[src/amas_pkg.sv]
// package: shared types and constants for the async memory access sequencer
package amas_pkg;

	localparam int NUM_SPACES  = 4;
	localparam int CS_W        = 2;
	localparam int ADDR_W      = 22;
	localparam int SETUP_W     = 4;
	localparam int STROBE_W    = 6;
	localparam int HOLD_W      = 3;
	localparam int TA_W        = 2;
	localparam int FIFO_DEPTH  = 16;
	localparam int CNT_W       = 6;
	localparam logic [1:0] LAST_LANE = 2'h3;
	localparam logic [7:0] PARK_RESET = 8'h00;

	// one internal access request
	typedef struct packed {
		logic              write;
		logic [CS_W-1:0]   space;
		logic [ADDR_W-1:0] word_addr;
		logic [3:0]        byte_en;
		logic [31:0]       wdata;
	} amas_req_t;

	localparam int REQ_W = $bits(amas_req_t);

	// timing settings of one chip-select space, each field is length minus one
	typedef struct packed {
		logic [SETUP_W-1:0]  w_setup;
		logic [STROBE_W-1:0] w_strobe;
		logic [HOLD_W-1:0]   w_hold;
		logic [SETUP_W-1:0]  r_setup;
		logic [STROBE_W-1:0] r_strobe;
		logic [HOLD_W-1:0]   r_hold;
		logic [TA_W-1:0]     turnaround_len;
	} amas_timing_t;

	typedef enum logic [5:0] {
		ST_IDLE   = 6'b00_0001,
		ST_TURN   = 6'b00_0010,
		ST_SETUP  = 6'b00_0100,
		ST_STROBE = 6'b00_1000,
		ST_HOLD   = 6'b01_0000,
		ST_DONE   = 6'b10_0000
	} amas_state_t;

endpackage

[src/amas_fifo.sv]
// synchronous request fifo with valid/ready on both sides
`timescale 1ns/1ps
module amas_fifo #(
	parameter int WIDTH = 8,
	parameter int DEPTH = 16
) (
	// clock and reset
	input  wire logic             clk,
	input  wire logic             resetn,
	// fill side
	input  wire logic             in_valid,
	output logic                  in_ready,
	input  wire logic [WIDTH-1:0] in_data,
	// drain side
	output logic                  out_valid,
	input  wire logic             out_ready,
	output logic      [WIDTH-1:0] out_data
);
	localparam int PW = $clog2(DEPTH);

	logic [WIDTH-1:0] mem [DEPTH];
	logic [PW:0]      wr_ptr_reg, wr_ptr_next;
	logic [PW:0]      rd_ptr_reg, rd_ptr_next;
	logic             push, pop;
	logic             ready_reg, ready_next;

	// ready is kept in a flop so the ready output of the sequencer is registered
	always_comb begin
		in_ready    = ready_reg;
		out_valid   = wr_ptr_reg != rd_ptr_reg;
		out_data    = mem[rd_ptr_reg[PW-1:0]];
		push        = in_valid && in_ready;
		pop         = out_valid && out_ready;
		wr_ptr_next = push ? wr_ptr_reg + 1'b1 : wr_ptr_reg;
		rd_ptr_next = pop ? rd_ptr_reg + 1'b1 : rd_ptr_reg;
		ready_next  = (wr_ptr_next - rd_ptr_next) != (PW+1)'(DEPTH);
	end

	always_ff @(posedge clk or negedge resetn) begin
		if (!resetn) begin
			wr_ptr_reg <= '0;
			rd_ptr_reg <= '0;
			ready_reg  <= 1'b1;
		end else begin
			wr_ptr_reg <= wr_ptr_next;
			rd_ptr_reg <= rd_ptr_next;
			ready_reg  <= ready_next;
		end
	end

	// storage has no reset; only the pointers define what is valid
	always_ff @(posedge clk) begin
		if (push) begin
			mem[wr_ptr_reg[PW-1:0]] <= in_data;
		end
	end
endmodule

[src/amas_sequencer.sv]
// async memory access sequencer: 32-bit requests to ordered byte accesses on an 8-bit bus
// What this block does
// - on clock stop request, drain all pending transfers, then acknowledge
// - debug halt or breakpoint has no effect on any access
// - a read completes only after all earlier writes to its space finished
// - word splits into byte accesses, lowest byte address first
// - data bits 7:0..31:24 go out with byte address 0..3
// - only enabled lanes are accessed (all four if none enabled), ascending; full word gives four accesses
// - period lengths come from the accessed space's timing settings
// - separate read and write setup, strobe, hold; chosen by direction
// - each setting is length in cycles minus one
// - turnaround inserted after a read before driving write data
// - idle bus parks on last write data; released only during reads and turnaround
`timescale 1ns/1ps
module amas_sequencer (
	// clock and reset
	input  wire logic                                clk,
	input  wire logic                                resetn,
	// timing settings per chip-select space
	input  wire amas_pkg::amas_timing_t              space_timing_config [amas_pkg::NUM_SPACES],
	// request side
	input  wire logic                                req_valid,
	output logic                                     req_ready,
	input  wire amas_pkg::amas_req_t                 req_data,
	// completion side
	output logic                                     done_valid,
	output logic                                     done_write,
	output logic [amas_pkg::CS_W-1:0]                done_space,
	output logic [31:0]                              done_rdata,
	// power sleep controller
	input  wire logic                                clk_stop_req,
	output logic                                     clk_stop_ack,
	// external memory pins
	output logic [amas_pkg::NUM_SPACES-1:0]          chip_select_n,
	output logic [amas_pkg::ADDR_W-1:0]              addr_lines,
	output logic [1:0]                               byte_address_lines,
	output logic                                     read_strobe_n,
	output logic                                     write_strobe_n,
	output logic [7:0]                               ext_byte_data_bus_o,
	output logic                                     ext_byte_data_bus_oe,
	input  wire logic [7:0]                          ext_byte_data_bus_i
);
	// request fifo
	logic                 fifo_valid, fifo_pop;
	amas_pkg::amas_req_t  fifo_req;
	logic [amas_pkg::REQ_W-1:0] fifo_out;

	amas_fifo #(
		.WIDTH(amas_pkg::REQ_W),
		.DEPTH(amas_pkg::FIFO_DEPTH)
	) u_fifo (
		.clk      (clk),
		.resetn   (resetn),
		.in_valid (req_valid),
		.in_ready (req_ready),
		.in_data  (req_data),
		.out_valid(fifo_valid),
		.out_ready(fifo_pop),
		.out_data (fifo_out)
	);
	assign fifo_req = amas_pkg::amas_req_t'(fifo_out);

	// stop request passes a two-flop synchroniser
	logic stop_meta_reg, stop_sync_reg;
	always_ff @(posedge clk or negedge resetn) begin
		if (!resetn) begin
			stop_meta_reg <= 1'b0;
			stop_sync_reg <= 1'b0;
		end else begin
			stop_meta_reg <= clk_stop_req;
			stop_sync_reg <= stop_meta_reg;
		end
	end

	amas_pkg::amas_state_t state_reg, state_next;
	amas_pkg::amas_req_t   cur_reg, cur_next;
	amas_pkg::amas_timing_t tim;
	logic [1:0]  lane_reg, lane_next;
	logic [3:0]  left_reg, left_next;
	logic [amas_pkg::CNT_W-1:0] cnt_reg, cnt_next;
	logic [31:0] rdata_reg, rdata_next;
	logic        last_read_reg, last_read_next;
	logic [7:0]  park_reg, park_next;
	logic        done_valid_next, ack_next;
	logic [1:0]  first_lane, next_lane;
	logic [3:0]  left_after;
	logic [amas_pkg::CNT_W-1:0] setup_len, strobe_len, hold_len, ta_len;

	// lowest enabled lane of a mask
	function automatic logic [1:0] low_lane(input logic [3:0] m);
		logic [1:0] r;
		r = 2'h0;
		for (int i = 3; i >= 0; i--) begin
			if (m[i]) begin
				r = 2'(i);
			end
		end
		return r;
	endfunction

	always_comb begin
		tim        = space_timing_config[cur_reg.space];
		// read and write settings chosen by direction
		setup_len  = cur_reg.write ? amas_pkg::CNT_W'(tim.w_setup)  : amas_pkg::CNT_W'(tim.r_setup);
		strobe_len = cur_reg.write ? amas_pkg::CNT_W'(tim.w_strobe) : amas_pkg::CNT_W'(tim.r_strobe);
		hold_len   = cur_reg.write ? amas_pkg::CNT_W'(tim.w_hold)   : amas_pkg::CNT_W'(tim.r_hold);
		ta_len     = amas_pkg::CNT_W'(tim.turnaround_len);
		left_after = left_reg & ~(4'h1 << lane_reg);
		next_lane  = low_lane(left_after);
		first_lane = low_lane(fifo_req.byte_en);

		state_next      = state_reg;
		cur_next        = cur_reg;
		lane_next       = lane_reg;
		left_next       = left_reg;
		cnt_next        = cnt_reg;
		rdata_next      = rdata_reg;
		last_read_next  = last_read_reg;
		park_next       = park_reg;
		done_valid_next = 1'b0;
		fifo_pop        = 1'b0;
		// accesses run strictly in arrival order, so a read cannot pass an earlier write
		// no halt input exists: debug events cannot alter an access
		ack_next        = stop_sync_reg && state_reg == amas_pkg::ST_IDLE && !fifo_valid;

		case (state_reg)
			amas_pkg::ST_IDLE: begin
				if (fifo_valid && !ack_next && !clk_stop_ack) begin
					fifo_pop   = 1'b1;
					cur_next   = fifo_req;
					left_next  = fifo_req.byte_en == 4'h0 ? 4'hF : fifo_req.byte_en;
					lane_next  = fifo_req.byte_en == 4'h0 ? 2'h0 : first_lane;
					rdata_next = 32'h0000_0000;
					cnt_next   = '0;
					if (fifo_req.write && last_read_reg) begin
						state_next = amas_pkg::ST_TURN;
					end else begin
						state_next = amas_pkg::ST_SETUP;
					end
				end
			end
			amas_pkg::ST_TURN: begin
				cnt_next = cnt_reg + 1'b1;
				if (cnt_reg == ta_len) begin
					cnt_next       = '0;
					last_read_next = 1'b0;
					state_next     = amas_pkg::ST_SETUP;
				end
			end
			amas_pkg::ST_SETUP: begin
				cnt_next = cnt_reg + 1'b1;
				if (cnt_reg == setup_len) begin
					cnt_next   = '0;
					state_next = amas_pkg::ST_STROBE;
				end
			end
			amas_pkg::ST_STROBE: begin
				cnt_next = cnt_reg + 1'b1;
				if (cnt_reg == strobe_len) begin
					cnt_next   = '0;
					state_next = amas_pkg::ST_HOLD;
					if (!cur_reg.write) begin
						rdata_next[lane_reg*8 +: 8] = ext_byte_data_bus_i;
					end
				end
			end
			amas_pkg::ST_HOLD: begin
				cnt_next = cnt_reg + 1'b1;
				if (cnt_reg == hold_len) begin
					cnt_next       = '0;
					last_read_next = !cur_reg.write;
					if (cur_reg.write) begin
						park_next = cur_reg.wdata[lane_reg*8 +: 8];
					end
					left_next = left_after;
					lane_next = next_lane;
					if (left_after == 4'h0) begin
						state_next = amas_pkg::ST_DONE;
					end else begin
						// lanes of one request share a direction, so no turnaround inside a request
						state_next = amas_pkg::ST_SETUP;
					end
				end
			end
			amas_pkg::ST_DONE: begin
				done_valid_next = 1'b1;
				state_next      = amas_pkg::ST_IDLE;
			end
			default: begin
				state_next = amas_pkg::ST_IDLE;
			end
		endcase
	end

	always_ff @(posedge clk or negedge resetn) begin
		if (!resetn) begin
			state_reg     <= amas_pkg::ST_IDLE;
			cur_reg       <= '0;
			lane_reg      <= 2'h0;
			left_reg      <= 4'h0;
			cnt_reg       <= '0;
			rdata_reg     <= 32'h0000_0000;
			last_read_reg <= 1'b0;
			park_reg      <= amas_pkg::PARK_RESET;
			done_valid    <= 1'b0;
			clk_stop_ack  <= 1'b0;
		end else begin
			state_reg     <= state_next;
			cur_reg       <= cur_next;
			lane_reg      <= lane_next;
			left_reg      <= left_next;
			cnt_reg       <= cnt_next;
			rdata_reg     <= rdata_next;
			last_read_reg <= last_read_next;
			park_reg      <= park_next;
			done_valid    <= done_valid_next;
			clk_stop_ack  <= ack_next;
		end
	end

	// pin registers, loaded from the next state so they change with the state and every output is a flop
	logic active_next;
	always_comb begin
		active_next = state_next == amas_pkg::ST_SETUP || state_next == amas_pkg::ST_STROBE ||
			state_next == amas_pkg::ST_HOLD;
	end

	always_ff @(posedge clk or negedge resetn) begin
		if (!resetn) begin
			chip_select_n        <= '1;
			addr_lines           <= '0;
			byte_address_lines   <= 2'h0;
			read_strobe_n        <= 1'b1;
			write_strobe_n       <= 1'b1;
			ext_byte_data_bus_o  <= amas_pkg::PARK_RESET;
			ext_byte_data_bus_oe <= 1'b1;
			done_write           <= 1'b0;
			done_space           <= '0;
			done_rdata           <= 32'h0000_0000;
		end else begin
			chip_select_n        <= active_next ? ~(amas_pkg::NUM_SPACES'(1) << cur_next.space) : '1;
			addr_lines           <= cur_next.word_addr;
			byte_address_lines   <= lane_next;
			read_strobe_n        <= !(state_next == amas_pkg::ST_STROBE && !cur_next.write);
			write_strobe_n       <= !(state_next == amas_pkg::ST_STROBE && cur_next.write);
			ext_byte_data_bus_o  <= (active_next && cur_next.write) ? cur_next.wdata[lane_next*8 +: 8] : park_next;
			// released only while a read access runs or during turnaround
			ext_byte_data_bus_oe <= !((active_next && !cur_next.write) || state_next == amas_pkg::ST_TURN);
			if (state_reg == amas_pkg::ST_DONE) begin
				done_write <= cur_reg.write;
				done_space <= cur_reg.space;
				done_rdata <= rdata_reg;
			end
		end
	end
endmodule

[config.mk]
export PLATFORM = sky130hd
export DESIGN_NAME = amas_sequencer
export DESIGN_NICKNAME = d
export VERILOG_FILES = /design/src/amas_pkg.sv /design/src/amas_fifo.sv /design/src/amas_sequencer.sv
export SDC_FILE = /design/constraint.sdc
export NUM_CORES = 1
export LEC_CHECK = 0
export BUFFER_PORTS_ARGS = -buffer_cell sky130_fd_sc_hd__clkbuf_2
export CAP_MARGIN = 25
export CELL_PAD_IN_SITES_DETAIL_PLACEMENT = 1
export CELL_PAD_IN_SITES_GLOBAL_PLACEMENT = 2
export CORE_MARGIN = 2
export CORE_UTILIZATION = 43
export CTS_CLUSTER_SIZE = 20
export DETAILED_ROUTE_END_ITERATION = 7
export GPL_TIMING_DRIVEN = 0
export PLACE_DENSITY_LB_ADDON = 0.1
export SLEW_MARGIN = 20
export SYNTH_ARGS = -nofsm -noshare
export SYNTH_HDL_FRONTEND = slang
export SYNTH_SLANG_ARGS = --single-unit
[constraint.sdc]
create_clock -name clk -period 5 [get_ports clk]
set_input_delay 0.5 -clock clk [delete_from_list [all_inputs] [get_ports clk]]
set_output_delay 0.5 -clock clk [all_outputs]
set_load 0.05 [all_outputs]
==> run_results.csv <==
group,metric,value,unit
status,status,"completed",
worst_setup_path,end_kind,"flop",
placed_design,dp_hpwl,86.7,mm
synth,synth-edff-count,976,
worst_setup_path,cp-start-kind,"flop",
floorplanning,fp.dieW,332,µm
worst_setup_path,crit_top_cell,"buf_2",
routing,firstDrtPassIters,5,
routing,drtIter0Drc,2088,
timing,slew_viol_final,0,
synth,ys_top_cells_by_area,"edfxtp_1 63%, mux4_2 15%, dfrtp_1 9.3%",
layout,postLayoutCellArea,55100,µm²
routing,drc,0,
power_and_ir_drop,combPwrFrac,0.363,
min_path,hp-start,"ext_byte_data_bus_i[2]",
floorplanning,io_pins,262,
synth,avgSynthCellArea,19.7,µm²
routing,wl_per_cell,28.5,µm
worst_setup_path,path_cells,"buf_2 -> buf_4 -> buf_2 -> buf_2 -> buf_2 -> buf_2 -> clkbuf_1 -> mux4_2 -> mux4_2 -> nand2_1 -> nand2_1",
power_and_ir_drop,power_frac_seq,0.369,
worst_setup_path,rr_endpoint,"addr_lines[19]$_DFFE_PN0N_",
clocking,numCtsBuffers,118,
synth,synthCells,2353,
synth,syn_nets,2556,
clocking,cts_buffer_depth,3,
synth,seq_area_frac_synth,0.731,
power_and_ir_drop,sw_frac_of_total,0.338,
timing,maxSlewHeadroom,0.290,
floorplanning,dieHeight,332,µm
routing,ant_nets,0,
floorplanning,dieArea,110000,µm²
timing,max_freq,212,MHz
clocking,cts_sinks,1157,
grt,track_usage,0.227,
synth,yosysTopAreaCellShare,0.633,
floorplanning,initial_core_util,0.433,
synth,synth_top_cell_by_area,"edfxtp_1",
timing,tightest_slew,1060,ps
timing,finalCritPeriodShare,0.942,
min_path,hold_class,"in2reg",
power_and_ir_drop,ir_drop,0.345,mV
layout,drive_gt1_frac,0.347,
placed_design,dpl-instance-area,51200,µm²
synth,synth_seq_cells,1157,
power_and_ir_drop,p_clk_frac,0.268,
worst_setup_path,reg2reg_from,"u_fifo.rd_ptr_reg[1]$_DFF_PN0_",
worst_setup_path,critPathArrivalTime,5280,ps
worst_setup_path,crit_required,5570,ps
grt,grt_max_degree,71,
worst_setup_path,r2r_cells,11,
power_and_ir_drop,p_per_area,591,nW/µm²
grt,grt_pass1_wl,183,mm
timing,setup-tns-final,0,ps
placed_design,place_congestion,0.776,
clocking,cts_root_buffer,"clkbuf_16",
worst_setup_path,reg2reg_slack,290,ps
worst_setup_path,crit_type,"reg2reg",
power_and_ir_drop,p_leak,19.4,nW
timing,rsz0062_at_grt,"false",
worst_setup_path,crit_buf_inv,7,
clocking,cts.htree.levels,3,
routing,via_count,24366,
routing,vias_per_cell,5.61,
synth,yosys-top-cells-count,"976 x edfxtp_1, 308 x mux4_2, 239 x nand2_1, 172 x dfrtp_1, 81 x mux2i_1",
synth,synthFlopType,"edfxtp_1",
layout,nets,3040,
floorplanning,rows,120,
synth,ys_async_sr_fraction,0.156,
grt,antenna_found_initial,11,
synth,synth_warnings,0,
grt,overflow,0,
min_path,hold_path_end,"rdata_reg[2]$_DFFE_PN0P_",
synth,ys_types,75,
clocking,clk_latency,710,ps
worst_setup_path,worst-path-stages,11,
placed_design,portBuffers,261,
timing,layout_min_cycle_time,4710,ps
min_path,min_path_cells,3,
power_and_ir_drop,power.internal,21.6,mW
timing,skew,32.3,ps
routing,drt_wl_total,124,mm
placed_design,dp.cells,4120,
timing,setup-violations-final,0,
clocking,path_clk_slew,60,ps
synth,synth_area,46300,µm²
clocking,tritoncts,"yes",
layout,stdcell_count,4345,
timing,finalHoldViolCount,0,
worst_setup_path,cp_slowest_stage_delay,850,ps
grt,grt_pass1_vias,26522,
power_and_ir_drop,p_switching,11.0,mW
layout,area_growth,19.0,%
job,maxCapViolCount,0,
worst_setup_path,slowest_stage,"clkbuf_1",
timing,worst_slack,290,ps
synth,synth.most_common_cell,"edfxtp_1",
worst_setup_path,worstPathMaxFanout,19,
floorplanning,core_area,107000,µm²
layout,largest_reg_flops,976,
placed_design,dp_worst_setup_slack,-369,ps
worst_setup_path,critPathTopFamily,"buffers and inverters",
stage by stage:
stage               power, mW  utilization  hold slack [ps]
floorplan                19.9            -              204
global placement         23.7        0.462              340
detailed placement       24.2        0.479              346
CTS                      33.0        0.515             35.5
global route             34.1        0.515             78.2
finish                   32.5        0.515             90.7
cells by family after synthesis:
family                   count (synthesis)  synth area share
AND/OR/NAND/NOR                        369            0.0359
adder cells (fa/ha/maj)                 18           0.00487
flip-flops                            1157             0.731
multiplexers                           425             0.176
AO/OA/AOI/OAI                          163            0.0251
XOR/XNOR                                25           0.00489
buffers and inverters                  196            0.0217
worst min-delay path, stage by stage:
cell	delay (ps)
clkbuf_2	130
nand2_1	70
mux2i_1	60
power groups by stage:
stage                     logic (mW)  clock network [mW]  registers [mW]
after global placement          11.3                   0            12.4
after CTS                       12.0                8.94            12.0
final                           11.8                8.74            12.0
after detailed placement        12.0                   0            12.2
after global routing            12.7                9.28            12.1
after floorplan                 7.69                   0            12.2
worst max-delay path by stage:
stage / startpoint / endpoint / slack, ps
floorplan: u_fifo.in_ready$_DFF_PN1_ / u_fifo.mem[0][0]$_DFFE_PP_ / -720
global placement: req_valid / u_fifo.mem[6][7]$_DFFE_PP_ / -7100
detailed placement: u_fifo.rd_ptr_reg[3]$_DFF_PN0_ / u_fifo.in_ready$_DFF_PN1_ / -370
CTS: state_reg[0]$_DFF_PN1_ / u_fifo.in_ready$_DFF_PN1_ / 50
global route: state_reg[0]$_DFF_PN1_ / u_fifo.in_ready$_DFF_PN1_ / 90
finish: u_fifo.rd_ptr_reg[1]$_DFF_PN0_ / addr_lines[19]$_DFFE_PN0N_ / 290
per-layer routing:
| metal | track usage | share of wire |
|---|---|---|
| met1 | 0.308 | 0.43 |
| met2 | 0.386 | 0.51 |
| met3 | 0.0390 | 0.051 |
| met4 | 0.0476 | 0.014 |
| met5 | 0 | 0.00082 |
timing repair:
action | in CTS | in global routing
setup buffers | 0 | 0
resized for setup | 1 | 3
endpoints found under the hold margin | 53 | 0
setup endpoints to repair | 1 | 1
hold buffers | 2 | 0
cells in the final DEF, fill, tap and decap left out, types with 10 or more instances in the layout:
cell,count
nand2b_1,11
buf_6,15
clkinv_2,23
buf_2,45
mux2i_1,81
inv_1,52
a22o_1,18
o21a_1,10
buf_4,74
a21oi_1,11
nor2_4,10
buf_1,14
a21o_1,10
clkbuf_2,264
nand2_1,239
buf_8,10
ha_1,18
clkinv_1,16
dfrtp_1,172
clkbuf_16,120
clkbuf_1,62
clkinvlp_4,10
buf_12,21
edfxtp_1,976
mux2_2,27
mux4_2,308
o21ai_0,54
xor2_1,12
xnor2_1,12
nor2_1,14
nor3_1,16
nand3_1,20
buf_16,28
layout make-up:
| class | instances | area, µm² |
|---|---|---|
| timing repair buffer | 366 | 3020 |
| tap | 1403 | 1760 |
| buffer | 142 | 810 |
| clock buffer | 157 | 3220 |
| clock inverter | 66 | 632 |
| sequential | 1157 | 33800 |
| fill | 9782 | 51800 |
| multi-input combinational | 1000 | 11600 |
| inverter | 52 | 195 |
| antenna | 2 | 5.00 |
Power figures use the tool's default switching activity.
